### src/hdl/cmpms_pkg.sv
// constants for the comparator mode and input select register bank
package cmpms_pkg;

    // special-function-register addresses
    localparam logic [7:0] CMPMS_ADDR_CONTROL = 8'h9B;  // enable, flags, hysteresis
    localparam logic [7:0] CMPMS_ADDR_MODE = 8'h9D;     // comparator_mode_irq_enable
    localparam logic [7:0] CMPMS_ADDR_INSEL = 8'h9F;    // comparator_input_select

    // reset values
    localparam logic [7:0] CMPMS_CONTROL_RST = 8'h00;
    localparam logic [7:0] CMPMS_MODE_RST = 8'h02;
    localparam logic [7:0] CMPMS_INSEL_RST = 8'hFF;

    // control register fields
    localparam int CMPMS_CTL_EN_BIT = 7;
    localparam int CMPMS_CTL_OUT_BIT = 6;
    localparam int CMPMS_CTL_RISE_BIT = 5;
    localparam int CMPMS_CTL_FALL_BIT = 4;
    localparam int CMPMS_CTL_HYP_LSB = 2;
    localparam int CMPMS_CTL_HYN_LSB = 0;

    // mode register fields
    localparam int CMPMS_MODE_RIE_BIT = 5;
    localparam int CMPMS_MODE_FIE_BIT = 4;
    localparam int CMPMS_MODE_MD_LSB = 0;
    localparam logic [7:0] CMPMS_MODE_WMASK = 8'h33;  // bits 7:6 and 3:2 read zero

    // input select fields
    localparam int CMPMS_INSEL_NEG_LSB = 4;
    localparam int CMPMS_INSEL_POS_LSB = 0;

    // select codes
    localparam logic [3:0] CMPMS_CODE_RSVD_LO = 4'h6;  // first code absent on small package
    localparam logic [3:0] CMPMS_CODE_REG = 4'h8;      // regulator output
    localparam int CMPMS_PIN_COUNT = 8;                // port pins per comparator input

    // synchroniser depth for the raw comparator output
    localparam int CMPMS_SYNC_STAGES = 2;

endpackage : cmpms_pkg

### src/hdl/cmpms_edge.sv
// synchroniser and edge detector for the asynchronous comparator output
module cmpms_edge #(
    parameter int SYNC_STAGES = cmpms_pkg::CMPMS_SYNC_STAGES
) (
    input wire logic clk_sys,
    input wire logic rst,
    input wire logic raw_level,    // comparator output, asynchronous to clk_sys
    input wire logic enable,       // comparator powered
    output logic level_q,          // synchronised, forced low while disabled
    output logic rise_q,           // one-cycle pulse on rising transition
    output logic fall_q            // one-cycle pulse on falling transition
);
    import cmpms_pkg::*;

    // refuse a chain too short to settle metastability
    if (SYNC_STAGES < 2) begin : g_bad_depth
        $error("cmpms_edge: SYNC_STAGES must be at least 2");
    end

    logic [SYNC_STAGES-1:0] sync_q;  // first stage feeds only the second
    logic level_d;

    // synchroniser chain
    always_ff @(posedge clk_sys) begin
        if (rst) begin
            sync_q <= '0;
        end else begin
            sync_q <= {sync_q[SYNC_STAGES-2:0], raw_level};
        end
    end

    // a disabled comparator reads low; last stage only
    assign level_d = enable & sync_q[SYNC_STAGES-1];

    // level register and edge pulses
    always_ff @(posedge clk_sys) begin
        if (rst) begin
            level_q <= 1'b0;
            rise_q <= 1'b0;
            fall_q <= 1'b0;
        end else begin
            level_q <= level_d;
            rise_q <= level_d & ~level_q;
            fall_q <= ~level_d & level_q;
        end
    end

endmodule : cmpms_edge

### src/hdl/cmpms_top.sv
// comparator mode, interrupt enable and input select register bank
//
// Contract
// - mode bits 7:6, 3:2 read zero, writes ignored
// - mode bit 5 enables rising-edge interrupt
// - mode bit 4 enables falling-edge interrupt
// - mode bits 1:0 select response/power mode
// - select bits 7:4 choose negative input
// - select bits 3:0 choose positive input
// - small package: codes 0110, 0111 reserved
// - edges set sticky flags until software clears
// - comparator powered only when enabled; output low otherwise
module cmpms_top #(
    parameter bit SMALL_PACKAGE = 1'b0  // fewer port pins behind the multiplexer
) (
    input wire logic clk_sys,
    input wire logic rst,
    input wire logic [7:0] sfr_addr,
    input wire logic sfr_wr,
    input wire logic sfr_rd,
    input wire logic [7:0] sfr_wdata,
    output logic [7:0] sfr_rdata,
    input wire logic cmp_raw,
    output logic comparator_enable,
    output logic [1:0] response_mode,
    output logic [1:0] hyst_pos,
    output logic [1:0] hyst_neg,
    output logic [cmpms_pkg::CMPMS_PIN_COUNT-1:0] positive_pin_sel,
    output logic positive_regulator_sel,
    output logic [cmpms_pkg::CMPMS_PIN_COUNT-1:0] negative_pin_sel,
    output logic negative_regulator_sel,
    output logic cmp_out_routed,
    output logic cmp_irq
);
    import cmpms_pkg::*;

    // the pin vector must hold every port-pin code below the regulator code
    if (CMPMS_PIN_COUNT != int'(CMPMS_CODE_REG)) begin : g_bad_pins
        $error("cmpms_top: pin count must match the regulator code");
    end

    // one-hot pin select from a four-bit code; reserved and unused codes give none
    function automatic logic [CMPMS_PIN_COUNT-1:0] pin_decode(input logic [3:0] code,
                                                             input logic small_pkg);
        logic [CMPMS_PIN_COUNT-1:0] sel;
        sel = '0;
        if (code < CMPMS_CODE_REG) begin
            // nothing bonded behind the top two codes on the small package
            if (!(small_pkg && code >= CMPMS_CODE_RSVD_LO)) begin
                sel[code[2:0]] = 1'b1;
            end
        end
        return sel;
    endfunction : pin_decode

    // write strobes per register
    logic wr_control;
    logic wr_mode;
    logic wr_insel;

    assign wr_control = sfr_wr && (sfr_addr == CMPMS_ADDR_CONTROL);
    assign wr_mode = sfr_wr && (sfr_addr == CMPMS_ADDR_MODE);
    assign wr_insel = sfr_wr && (sfr_addr == CMPMS_ADDR_INSEL);

    // stored register bits
    logic enable_q;             // comparator power
    logic [1:0] hyp_q;          // positive hysteresis
    logic [1:0] hyn_q;          // negative hysteresis
    logic rise_event_flag_q;    // sticky rising edge
    logic fall_event_flag_q;    // sticky falling edge
    logic rise_irq_enable_q;
    logic fall_irq_enable_q;
    logic [1:0] response_mode_q;
    logic [3:0] negative_input_code_q;
    logic [3:0] positive_input_code_q;

    // synchronised comparator level and edge pulses
    logic level_sync;
    logic rise_pulse;
    logic fall_pulse;

    cmpms_edge #(
        .SYNC_STAGES(CMPMS_SYNC_STAGES)
    ) u_edge (
        .clk_sys(clk_sys),
        .rst(rst),
        .raw_level(cmp_raw),
        .enable(enable_q),
        .level_q(level_sync),
        .rise_q(rise_pulse),
        .fall_q(fall_pulse)
    );

    // control register: enable and hysteresis
    always_ff @(posedge clk_sys) begin
        if (rst) begin
            enable_q <= CMPMS_CONTROL_RST[CMPMS_CTL_EN_BIT];
            hyp_q <= CMPMS_CONTROL_RST[CMPMS_CTL_HYP_LSB +: 2];
            hyn_q <= CMPMS_CONTROL_RST[CMPMS_CTL_HYN_LSB +: 2];
        end else if (wr_control) begin
            enable_q <= sfr_wdata[CMPMS_CTL_EN_BIT];
            hyp_q <= sfr_wdata[CMPMS_CTL_HYP_LSB +: 2];
            hyn_q <= sfr_wdata[CMPMS_CTL_HYN_LSB +: 2];
        end
    end

    // sticky edge flags; an edge in the clearing cycle still sets the flag
    always_ff @(posedge clk_sys) begin
        if (rst) begin
            rise_event_flag_q <= CMPMS_CONTROL_RST[CMPMS_CTL_RISE_BIT];
            fall_event_flag_q <= CMPMS_CONTROL_RST[CMPMS_CTL_FALL_BIT];
        end else begin
            if (rise_pulse) begin
                rise_event_flag_q <= 1'b1;
            end else if (wr_control) begin
                // software may also write one, which sets the flag by hand
                rise_event_flag_q <= sfr_wdata[CMPMS_CTL_RISE_BIT];
            end
            if (fall_pulse) begin
                fall_event_flag_q <= 1'b1;
            end else if (wr_control) begin
                fall_event_flag_q <= sfr_wdata[CMPMS_CTL_FALL_BIT];
            end
        end
    end

    // mode register; unused bits are not stored at all
    always_ff @(posedge clk_sys) begin
        if (rst) begin
            rise_irq_enable_q <= CMPMS_MODE_RST[CMPMS_MODE_RIE_BIT];
            fall_irq_enable_q <= CMPMS_MODE_RST[CMPMS_MODE_FIE_BIT];
            response_mode_q <= CMPMS_MODE_RST[CMPMS_MODE_MD_LSB +: 2];
        end else if (wr_mode) begin
            rise_irq_enable_q <= sfr_wdata[CMPMS_MODE_RIE_BIT];
            fall_irq_enable_q <= sfr_wdata[CMPMS_MODE_FIE_BIT];
            response_mode_q <= sfr_wdata[CMPMS_MODE_MD_LSB +: 2];
        end
    end

    // input select register
    always_ff @(posedge clk_sys) begin
        if (rst) begin
            negative_input_code_q <= CMPMS_INSEL_RST[CMPMS_INSEL_NEG_LSB +: 4];
            positive_input_code_q <= CMPMS_INSEL_RST[CMPMS_INSEL_POS_LSB +: 4];
        end else if (wr_insel) begin
            negative_input_code_q <= sfr_wdata[CMPMS_INSEL_NEG_LSB +: 4];
            positive_input_code_q <= sfr_wdata[CMPMS_INSEL_POS_LSB +: 4];
        end
    end

    // read-back images of each register
    logic [7:0] control_image;
    logic [7:0] mode_image;
    logic [7:0] insel_image;
    logic [7:0] rdata_d;

    always_comb begin
        control_image = 8'h00;
        control_image[CMPMS_CTL_EN_BIT] = enable_q;
        control_image[CMPMS_CTL_OUT_BIT] = level_sync;
        control_image[CMPMS_CTL_RISE_BIT] = rise_event_flag_q;
        control_image[CMPMS_CTL_FALL_BIT] = fall_event_flag_q;
        control_image[CMPMS_CTL_HYP_LSB +: 2] = hyp_q;
        control_image[CMPMS_CTL_HYN_LSB +: 2] = hyn_q;
    end

    // unused mode bits are left at zero by the mask
    always_comb begin
        mode_image = 8'h00;
        mode_image[CMPMS_MODE_RIE_BIT] = rise_irq_enable_q;
        mode_image[CMPMS_MODE_FIE_BIT] = fall_irq_enable_q;
        mode_image[CMPMS_MODE_MD_LSB +: 2] = response_mode_q;
        mode_image = mode_image & CMPMS_MODE_WMASK;
    end

    always_comb begin
        insel_image = 8'h00;
        insel_image[CMPMS_INSEL_NEG_LSB +: 4] = negative_input_code_q;
        insel_image[CMPMS_INSEL_POS_LSB +: 4] = positive_input_code_q;
    end

    // address decode for reads; other addresses answer zero
    always_comb begin
        case (sfr_addr)
            CMPMS_ADDR_CONTROL: begin
                rdata_d = control_image;
            end
            CMPMS_ADDR_MODE: begin
                rdata_d = mode_image;
            end
            CMPMS_ADDR_INSEL: begin
                rdata_d = insel_image;
            end
            default: begin
                rdata_d = 8'h00;
            end
        endcase
    end

    // read data registered; holds last value between reads
    always_ff @(posedge clk_sys) begin
        if (rst) begin
            sfr_rdata <= 8'h00;
        end else if (sfr_rd) begin
            sfr_rdata <= rdata_d;
        end
    end

    // analog-side controls, registered so outputs come straight from flops
    always_ff @(posedge clk_sys) begin
        if (rst) begin
            comparator_enable <= 1'b0;
            response_mode <= CMPMS_MODE_RST[CMPMS_MODE_MD_LSB +: 2];
            hyst_pos <= CMPMS_CONTROL_RST[CMPMS_CTL_HYP_LSB +: 2];
            hyst_neg <= CMPMS_CONTROL_RST[CMPMS_CTL_HYN_LSB +: 2];
        end else begin
            comparator_enable <= enable_q;
            response_mode <= response_mode_q;
            hyst_pos <= hyp_q;
            hyst_neg <= hyn_q;
        end
    end

    // multiplexer steering; one cycle behind the select register
    always_ff @(posedge clk_sys) begin
        if (rst) begin
            positive_pin_sel <= '0;
            negative_pin_sel <= '0;
            positive_regulator_sel <= 1'b0;
            negative_regulator_sel <= 1'b0;
        end else begin
            positive_pin_sel <= pin_decode(positive_input_code_q, SMALL_PACKAGE);
            negative_pin_sel <= pin_decode(negative_input_code_q, SMALL_PACKAGE);
            positive_regulator_sel <= (positive_input_code_q == CMPMS_CODE_REG);
            negative_regulator_sel <= (negative_input_code_q == CMPMS_CODE_REG);
        end
    end

    // routed output and interrupt request
    always_ff @(posedge clk_sys) begin
        if (rst) begin
            cmp_out_routed <= 1'b0;
            cmp_irq <= 1'b0;
        end else begin
            // the sync level is forced low only a cycle after enable drops
            cmp_out_routed <= level_sync & enable_q;
            cmp_irq <= (rise_event_flag_q & rise_irq_enable_q)
                     | (fall_event_flag_q & fall_irq_enable_q);
        end
    end

    // chosen pins must be analog and crossbar-skipped by software; not checked here

endmodule : cmpms_top

### config.mk
export PLATFORM = sky130hd
export DESIGN_NAME = cmpms_top
export DESIGN_NICKNAME = d
export VERILOG_FILES = /design/src/hdl/cmpms_pkg.sv /design/src/hdl/cmpms_edge.sv /design/src/hdl/cmpms_top.sv
export SDC_FILE = /design/constraint.sdc
export NUM_CORES = 1
export LEC_CHECK = 0
export BUFFER_PORTS_ARGS = -buffer_cell sky130_fd_sc_hd__buf_4
export CORE_MARGIN = 2
export CORE_UTILIZATION = 51
export CTS_BUF_LIST = sky130_fd_sc_hd__clkbuf_16
export DETAILED_ROUTE_END_ITERATION = 10
export GPL_ROUTABILITY_DRIVEN = 1
export PLACE_DENSITY = 0.78
export SLEW_MARGIN = 25
export SYNTH_ARGS = -nofsm -noshare
export SYNTH_HDL_FRONTEND = slang
export SYNTH_SLANG_ARGS = --single-unit
### constraint.sdc
create_clock -name clk_sys -period 1.5 [get_ports clk_sys]
set_clock_uncertainty 0.15 [all_clocks]
set_input_delay 0.075 -clock clk_sys [delete_from_list [all_inputs] [get_ports clk_sys]]
set_output_delay 0.075 -clock clk_sys [all_outputs]
set_load 0.02 [all_outputs]
# Word level (Yosys, flattened, before mapping)
# Cells that the tools add are included.
# totals
word_cells	65
reg_bits	59
output_inout_bits	35
# classes
bitwise_logic	11
muxes	9
n_reduce_logical	9
order_cmp	6
eq_ne	5
# op_table
cell	n
$eq 8x8->1 const B	3
$pmux 8 s3	1
$eq 4x4->1 const B	2
$lt 3x4->1 const B	2
$lt 4x4->1 const B	2
$and 1x1->1	6
$demux 1 s3	2
$ge 3x1->1 const B	2
$mux 1	6
$logic_and 1x1->1	5
$not 1->1	4
$reduce_bool 2->1	2
$reduce_or 2->1	2
$or 1x1->1	1

# Depth between registers and ports, before layout
# logic_depth
ltp_word	4
depth_mapped	5
depth_no_buf	3

# Cells and area by module
# A second synthesis with hierarchy kept.
# unflattened
hier_cells	212
hier_area_um2	2200.9
# modules_own_cells
module	cells_each	area_per_inst_um2	seq_area_each_um2	n_inst
cmpms_top	201	2060.7	1081.0	1
cmpms_edge	11	140.1	100.1	1

# Worst setup path after synthesis
# No wires, ideal clock.
# synth_path
kind	in2reg
start	input port sfr_addr[5]
end	register enable_q
setup_slack_ps	92
cell_stages	3
t_arrival_ps	1136
cell_sequence	or3b_4 > nor3_4 > mux2_4
# synth_between
elab_chain_len	2
# synth_lines
item	line_no	source
from (decl)	cmpms_top.sv:18	input wire logic [7:0] sfr_addr,
$eq 8x8->1	cmpms_top.sv:61	assign wr_control = sfr_wr && (sfr_addr == CMPMS_ADDR_CONTROL);
$logic_and 1x1->1	cmpms_top.sv:61	
to (signal assigned)	cmpms_top.sv:97	enable_q <= CMPMS_CONTROL_RST[CMPMS_CTL_EN_BIT];
to (signal assigned)	cmpms_top.sv:101	enable_q <= sfr_wdata[CMPMS_CTL_EN_BIT];
to (decl)	cmpms_top.sv:66	logic enable_q;
# Every way passes these cells.
# A chain may end at the register's enable or synchronous reset.

==> flow_metrics.py <==
metrics = {
    "outcome": {
        "outcome": "completed",
    },
    "worst_hold_path": {
        "holdPathStages": 2,
        "worst_hold_path.endpoint": "cmp_irq",
        "worst_hold_path_type": "in -> reg",
        "timing.hold.worst.start": "rst",
    },
    "place": {
        "placement.setup.worst_slack_ns": -0.0928,
        "place_congestion": 0.847,
        "place.detailed.instances": 316,
        "hpwl_after_detailed_placement_mm": 3.21,
        "io_buffer_count": 55,
    },
    "timing": {
        "hold_slack_ns": 0.0316,
        "timing_worst_slew_pin_value_ns": 0.430,
        "setup_viol_count_final": 0,
        "slew_headroom_pct": 71.3,
        "timing.final.crit_period_ns": 1.38,
        "min_period_over_period_pct": 91.8,
        "final_hold_viol_count": 0,
        "slew_viol_final": 0,
        "achievable-frequency_mhz": 726,
        "rsz_0062_raised_after_global_routing": "false",
        "fin_ws_ns": 0.123,
    },
    "synthesis": {
        "synth.lib_cells_used.distinct": 35,
        "syn-instance-count": 209,
        "post_synth_instance_area_um2": 2190,
        "postSynthRegisterBits": 59,
        "post_synth.cell_area_avg_um2": 10.5,
        "synth-warning-count": 0,
        "synth_nets": 230,
        "seq_area_frac_synth_pct": 53.9,
    },
    "global_route": {
        "grt_max_degree": 49,
        "grt_first_pass_wirelength_mm": 8.02,
        "final_global_route_overflow_total": 0,
        "grt_pass1_vias": 1689,
        "grt_antenna_before_repair": 0,
        "grt_usage_pct": 21.7,
    },
    "layout": {
        "area.growth.synth_to_final_pct": 40.4,
        "finish.cell_count_without_fillers": 340,
        "antennaDiodeCount": 0,
        "layout.nets": 308,
        "final_layout_size_suffix_gt1_share_pct": 30.0,
    },
    "clocking": {
        "numClockSinks": 59,
        "clock_latency_ns": 0.32,
        "tritoncts.num_buffers": 9,
        "tritoncts_clock_tree": "yes",
        "clk_pin_slew_ns": 0.05,
        "cts_buffer_depth": 2,
        "htree_num_levels": 3,
        "root_buffer": "sky130_fd_sc_hd__clkbuf_16",
    },
    "detailed_routing": {
        "vias_per_cell": 5.29,
        "num_vias": 1798,
        "drc_errors": 0,
        "detail_route.wirelength_mm": 4.95,
        "post_detailed_route_count_of_antenna_violating_nets": 0,
        "drt_pre_antenna_iters": 4,
        "first_iter_violations": 82,
        "detail_route.wl_per_cell_um": 14.6,
    },
    "setup_path": {
        "worstReg2RegStart": "positive_input_code_q[1]",
        "rr_worst_depth": 3,
        "regToRegSetupSlack_ns": 0.16,
        "crit_path_end_kind": "register",
        "worst_r2r_endpoint": "sfr_rdata[1]",
        "cp-start-kind": "input port",
        "worst-endpoint-arrival_ns": 1.47,
        "timing.critical_path.required_ns": 1.60,
        "timing.setup.critical_path_class": "in -> reg",
        "critical_path_peak_fanout": 6,
    },
    "flow_run": {
        "max_cap_violations": 0,
    },
    "pwr": {
        "total_leakage_power_nw": 1.28,
        "power-per-cell-area_nw_per_um2": 1180,
        "design_power_total_mw": 3.63,
        "max-vdd-ir-drop_mv": 0.599,
    },
    "floorplan": {
        "chipHeight_um": 69.5,
        "design.die.area_um2": 4840,
        "std_cell_rows": 23,
        "core_area_um2": 4060,
        "floorplan.initialDensity_pct": 54.0,
        "die_x_um": 69.5,
        "top_level_ports": 56,
    },
}
-- how the worst max path moves through the flow --
stage | cells past startpoint | from | slack (ns) | endpoint
final | 5 | sfr_rd | 0.12 | sfr_rdata[7]
after global routing | 3 | positive_input_code_q[1] | 0.07 | sfr_rdata[1]
after floorplan | 3 | sfr_addr[5] | 0.09 | enable_q
after global placement | 4 | sfr_addr[5] | -0.07 | hyp_q[1]
after detailed placement | 4 | sfr_addr[5] | -0.09 | enable_q
after CTS | 3 | positive_input_code_q[1] | 0.14 | sfr_rdata[1]
-- cell type report --
| class | count | area (µm²) |
|---|---|---|
| Sequential cell | 59 | 1180 |
| Timing Repair Buffer | 76 | 596 |
| Multi-Input combinational cell | 137 | 951 |
| Clock inverter | 5 | 46.3 |
| Clock buffer | 9 | 225 |
| Fill cell | 275 | 981 |
| Inverter | 4 | 15.0 |
| Tap cell | 50 | 62.6 |
-- synthesized netlist by cell type --
master	n	area (µm²)
sky130_fd_sc_hd__clkbuf_1	6	22.5
sky130_fd_sc_hd__and2_1	2	12.5
sky130_fd_sc_hd__nor4b_4	1	23.8
sky130_fd_sc_hd__mux2_4	4	60.1
sky130_fd_sc_hd__a22oi_1	1	7.51
sky130_fd_sc_hd__or3b_4	1	11.3
sky130_fd_sc_hd__nor3_1	11	55.1
sky130_fd_sc_hd__nand4b_1	1	8.76
sky130_fd_sc_hd__buf_2	2	10.0
sky130_fd_sc_hd__dfxtp_1	59	1180
sky130_fd_sc_hd__nor3_4	1	16.3
sky130_fd_sc_hd__nor2_1	29	109
sky130_fd_sc_hd__nor3b_2	1	12.5
sky130_fd_sc_hd__and3_1	1	6.26
sky130_fd_sc_hd__or3_1	2	12.5
sky130_fd_sc_hd__buf_6	1	11.3
sky130_fd_sc_hd__o31ai_1	2	15.0
sky130_fd_sc_hd__mux2i_1	17	170
sky130_fd_sc_hd__a21oi_1	2	10.0
sky130_fd_sc_hd__nand3b_1	1	7.51
sky130_fd_sc_hd__a31oi_1	4	25.0
sky130_fd_sc_hd__a41oi_1	2	17.5
sky130_fd_sc_hd__nand4_4	1	21.3
sky130_fd_sc_hd__or2_2	1	6.26
sky130_fd_sc_hd__nor2b_1	15	93.8
sky130_fd_sc_hd__o21ai_1	4	20.0
sky130_fd_sc_hd__nor3b_1	1	7.51
sky130_fd_sc_hd__inv_1	4	15.0
sky130_fd_sc_hd__mux2_1	4	45.0
sky130_fd_sc_hd__a211oi_1	1	7.51
sky130_fd_sc_hd__a221oi_1	4	35.0
sky130_fd_sc_hd__nand2b_1	11	68.8
sky130_fd_sc_hd__and4_1	3	26.3
sky130_fd_sc_hd__or3b_1	1	8.76
sky130_fd_sc_hd__nand2_1	8	30.0
-- metal layers --
layer | up-vias | global-route usage (%) | routed length [µm]
met5 | - | 0 | 0
met4 | 0 | 9.59 | 68
met3 | 8 | 7.41 | 329
met2 | 60 | 34.9 | 2410
met1 | 850 | 26.2 | 2140
li1 | 880 | - | -
-- critical path, cell delays in order --
cell and delay [ns]:
sky130_fd_sc_hd__dlygate4sd3_1 0.52, sky130_fd_sc_hd__buf_4 0.14, sky130_fd_sc_hd__and4_1 0.28, sky130_fd_sc_hd__nand4b_1 0.26, sky130_fd_sc_hd__o21ai_1 0.20
-- flip-flops by register name, indices dropped and copies added, names as in the netlist, 2 cells and up --
name and cells:
positive_pin_sel 8, hyn_q 2, hyp_q 2, u_edge.sync_q 2, positive_input_code_q 4, hyst_pos 2
response_mode_q 2, response_mode 2, negative_pin_sel 8, hyst_neg 2, negative_input_code_q 4, sfr_rdata 8
-- timing repair --
| action | in CTS | in global routing |
|---|---|---|
| hold buffers | 10 | 0 |
| buffers inserted | 0 | 0 |
| resized for setup | 0 | 0 |
| endpoints found under the hold margin | 21 | 0 |
-- logic make-up after synthesis --
family	synth area share [%]
AND/OR/NAND/NOR	24.6
flip-flops	53.9
multiplexers	12.6
AO/OA/AOI/OAI	6.28
buffers and inverters	2.68
-- stage by stage --
stage | utilization, % | cell area (µm²) | setup TNS, ns
floorplan | - | 2190 | 0
global placement | 66.7 | 2710 | -0.312
detailed placement | 66.7 | 2710 | -0.440
CTS | 75.8 | 3080 | 0
global route | 75.8 | 3080 | 0
finish | 75.8 | 3080 | 0
-- cells in the final DEF (no fill, tap or decap), types with 3 or more instances in the layout --
master / Yosys / final
sky130_fd_sc_hd__clkinv_1: 0 / 3
sky130_fd_sc_hd__mux2i_1: 17 / 17
sky130_fd_sc_hd__dlygate4sd3_1: 0 / 10
sky130_fd_sc_hd__and4_1: 3 / 3
sky130_fd_sc_hd__nor2_1: 29 / 29
sky130_fd_sc_hd__mux2_1: 4 / 4
sky130_fd_sc_hd__a31oi_1: 4 / 4
sky130_fd_sc_hd__buf_4: 0 / 66
sky130_fd_sc_hd__inv_1: 4 / 4
sky130_fd_sc_hd__nand2b_1: 11 / 11
sky130_fd_sc_hd__a221oi_1: 4 / 4
sky130_fd_sc_hd__nor2b_1: 15 / 15
sky130_fd_sc_hd__nand2_1: 8 / 8
sky130_fd_sc_hd__o21ai_1: 4 / 4
sky130_fd_sc_hd__mux2_4: 4 / 4
sky130_fd_sc_hd__nor3_1: 11 / 11
sky130_fd_sc_hd__clkbuf_16: 0 / 9
sky130_fd_sc_hd__dfxtp_1: 59 / 59
-- power by group --
group	internal, mW	leakage, nW	switching (mW)
Clock	1.24	0.134	0.634
Sequential	1.57	0.476	0.00169
Combinational	0.0934	0.669	0.0845
Total	2.91	1.28	0.720
Power figures use the tool's default switching activity.
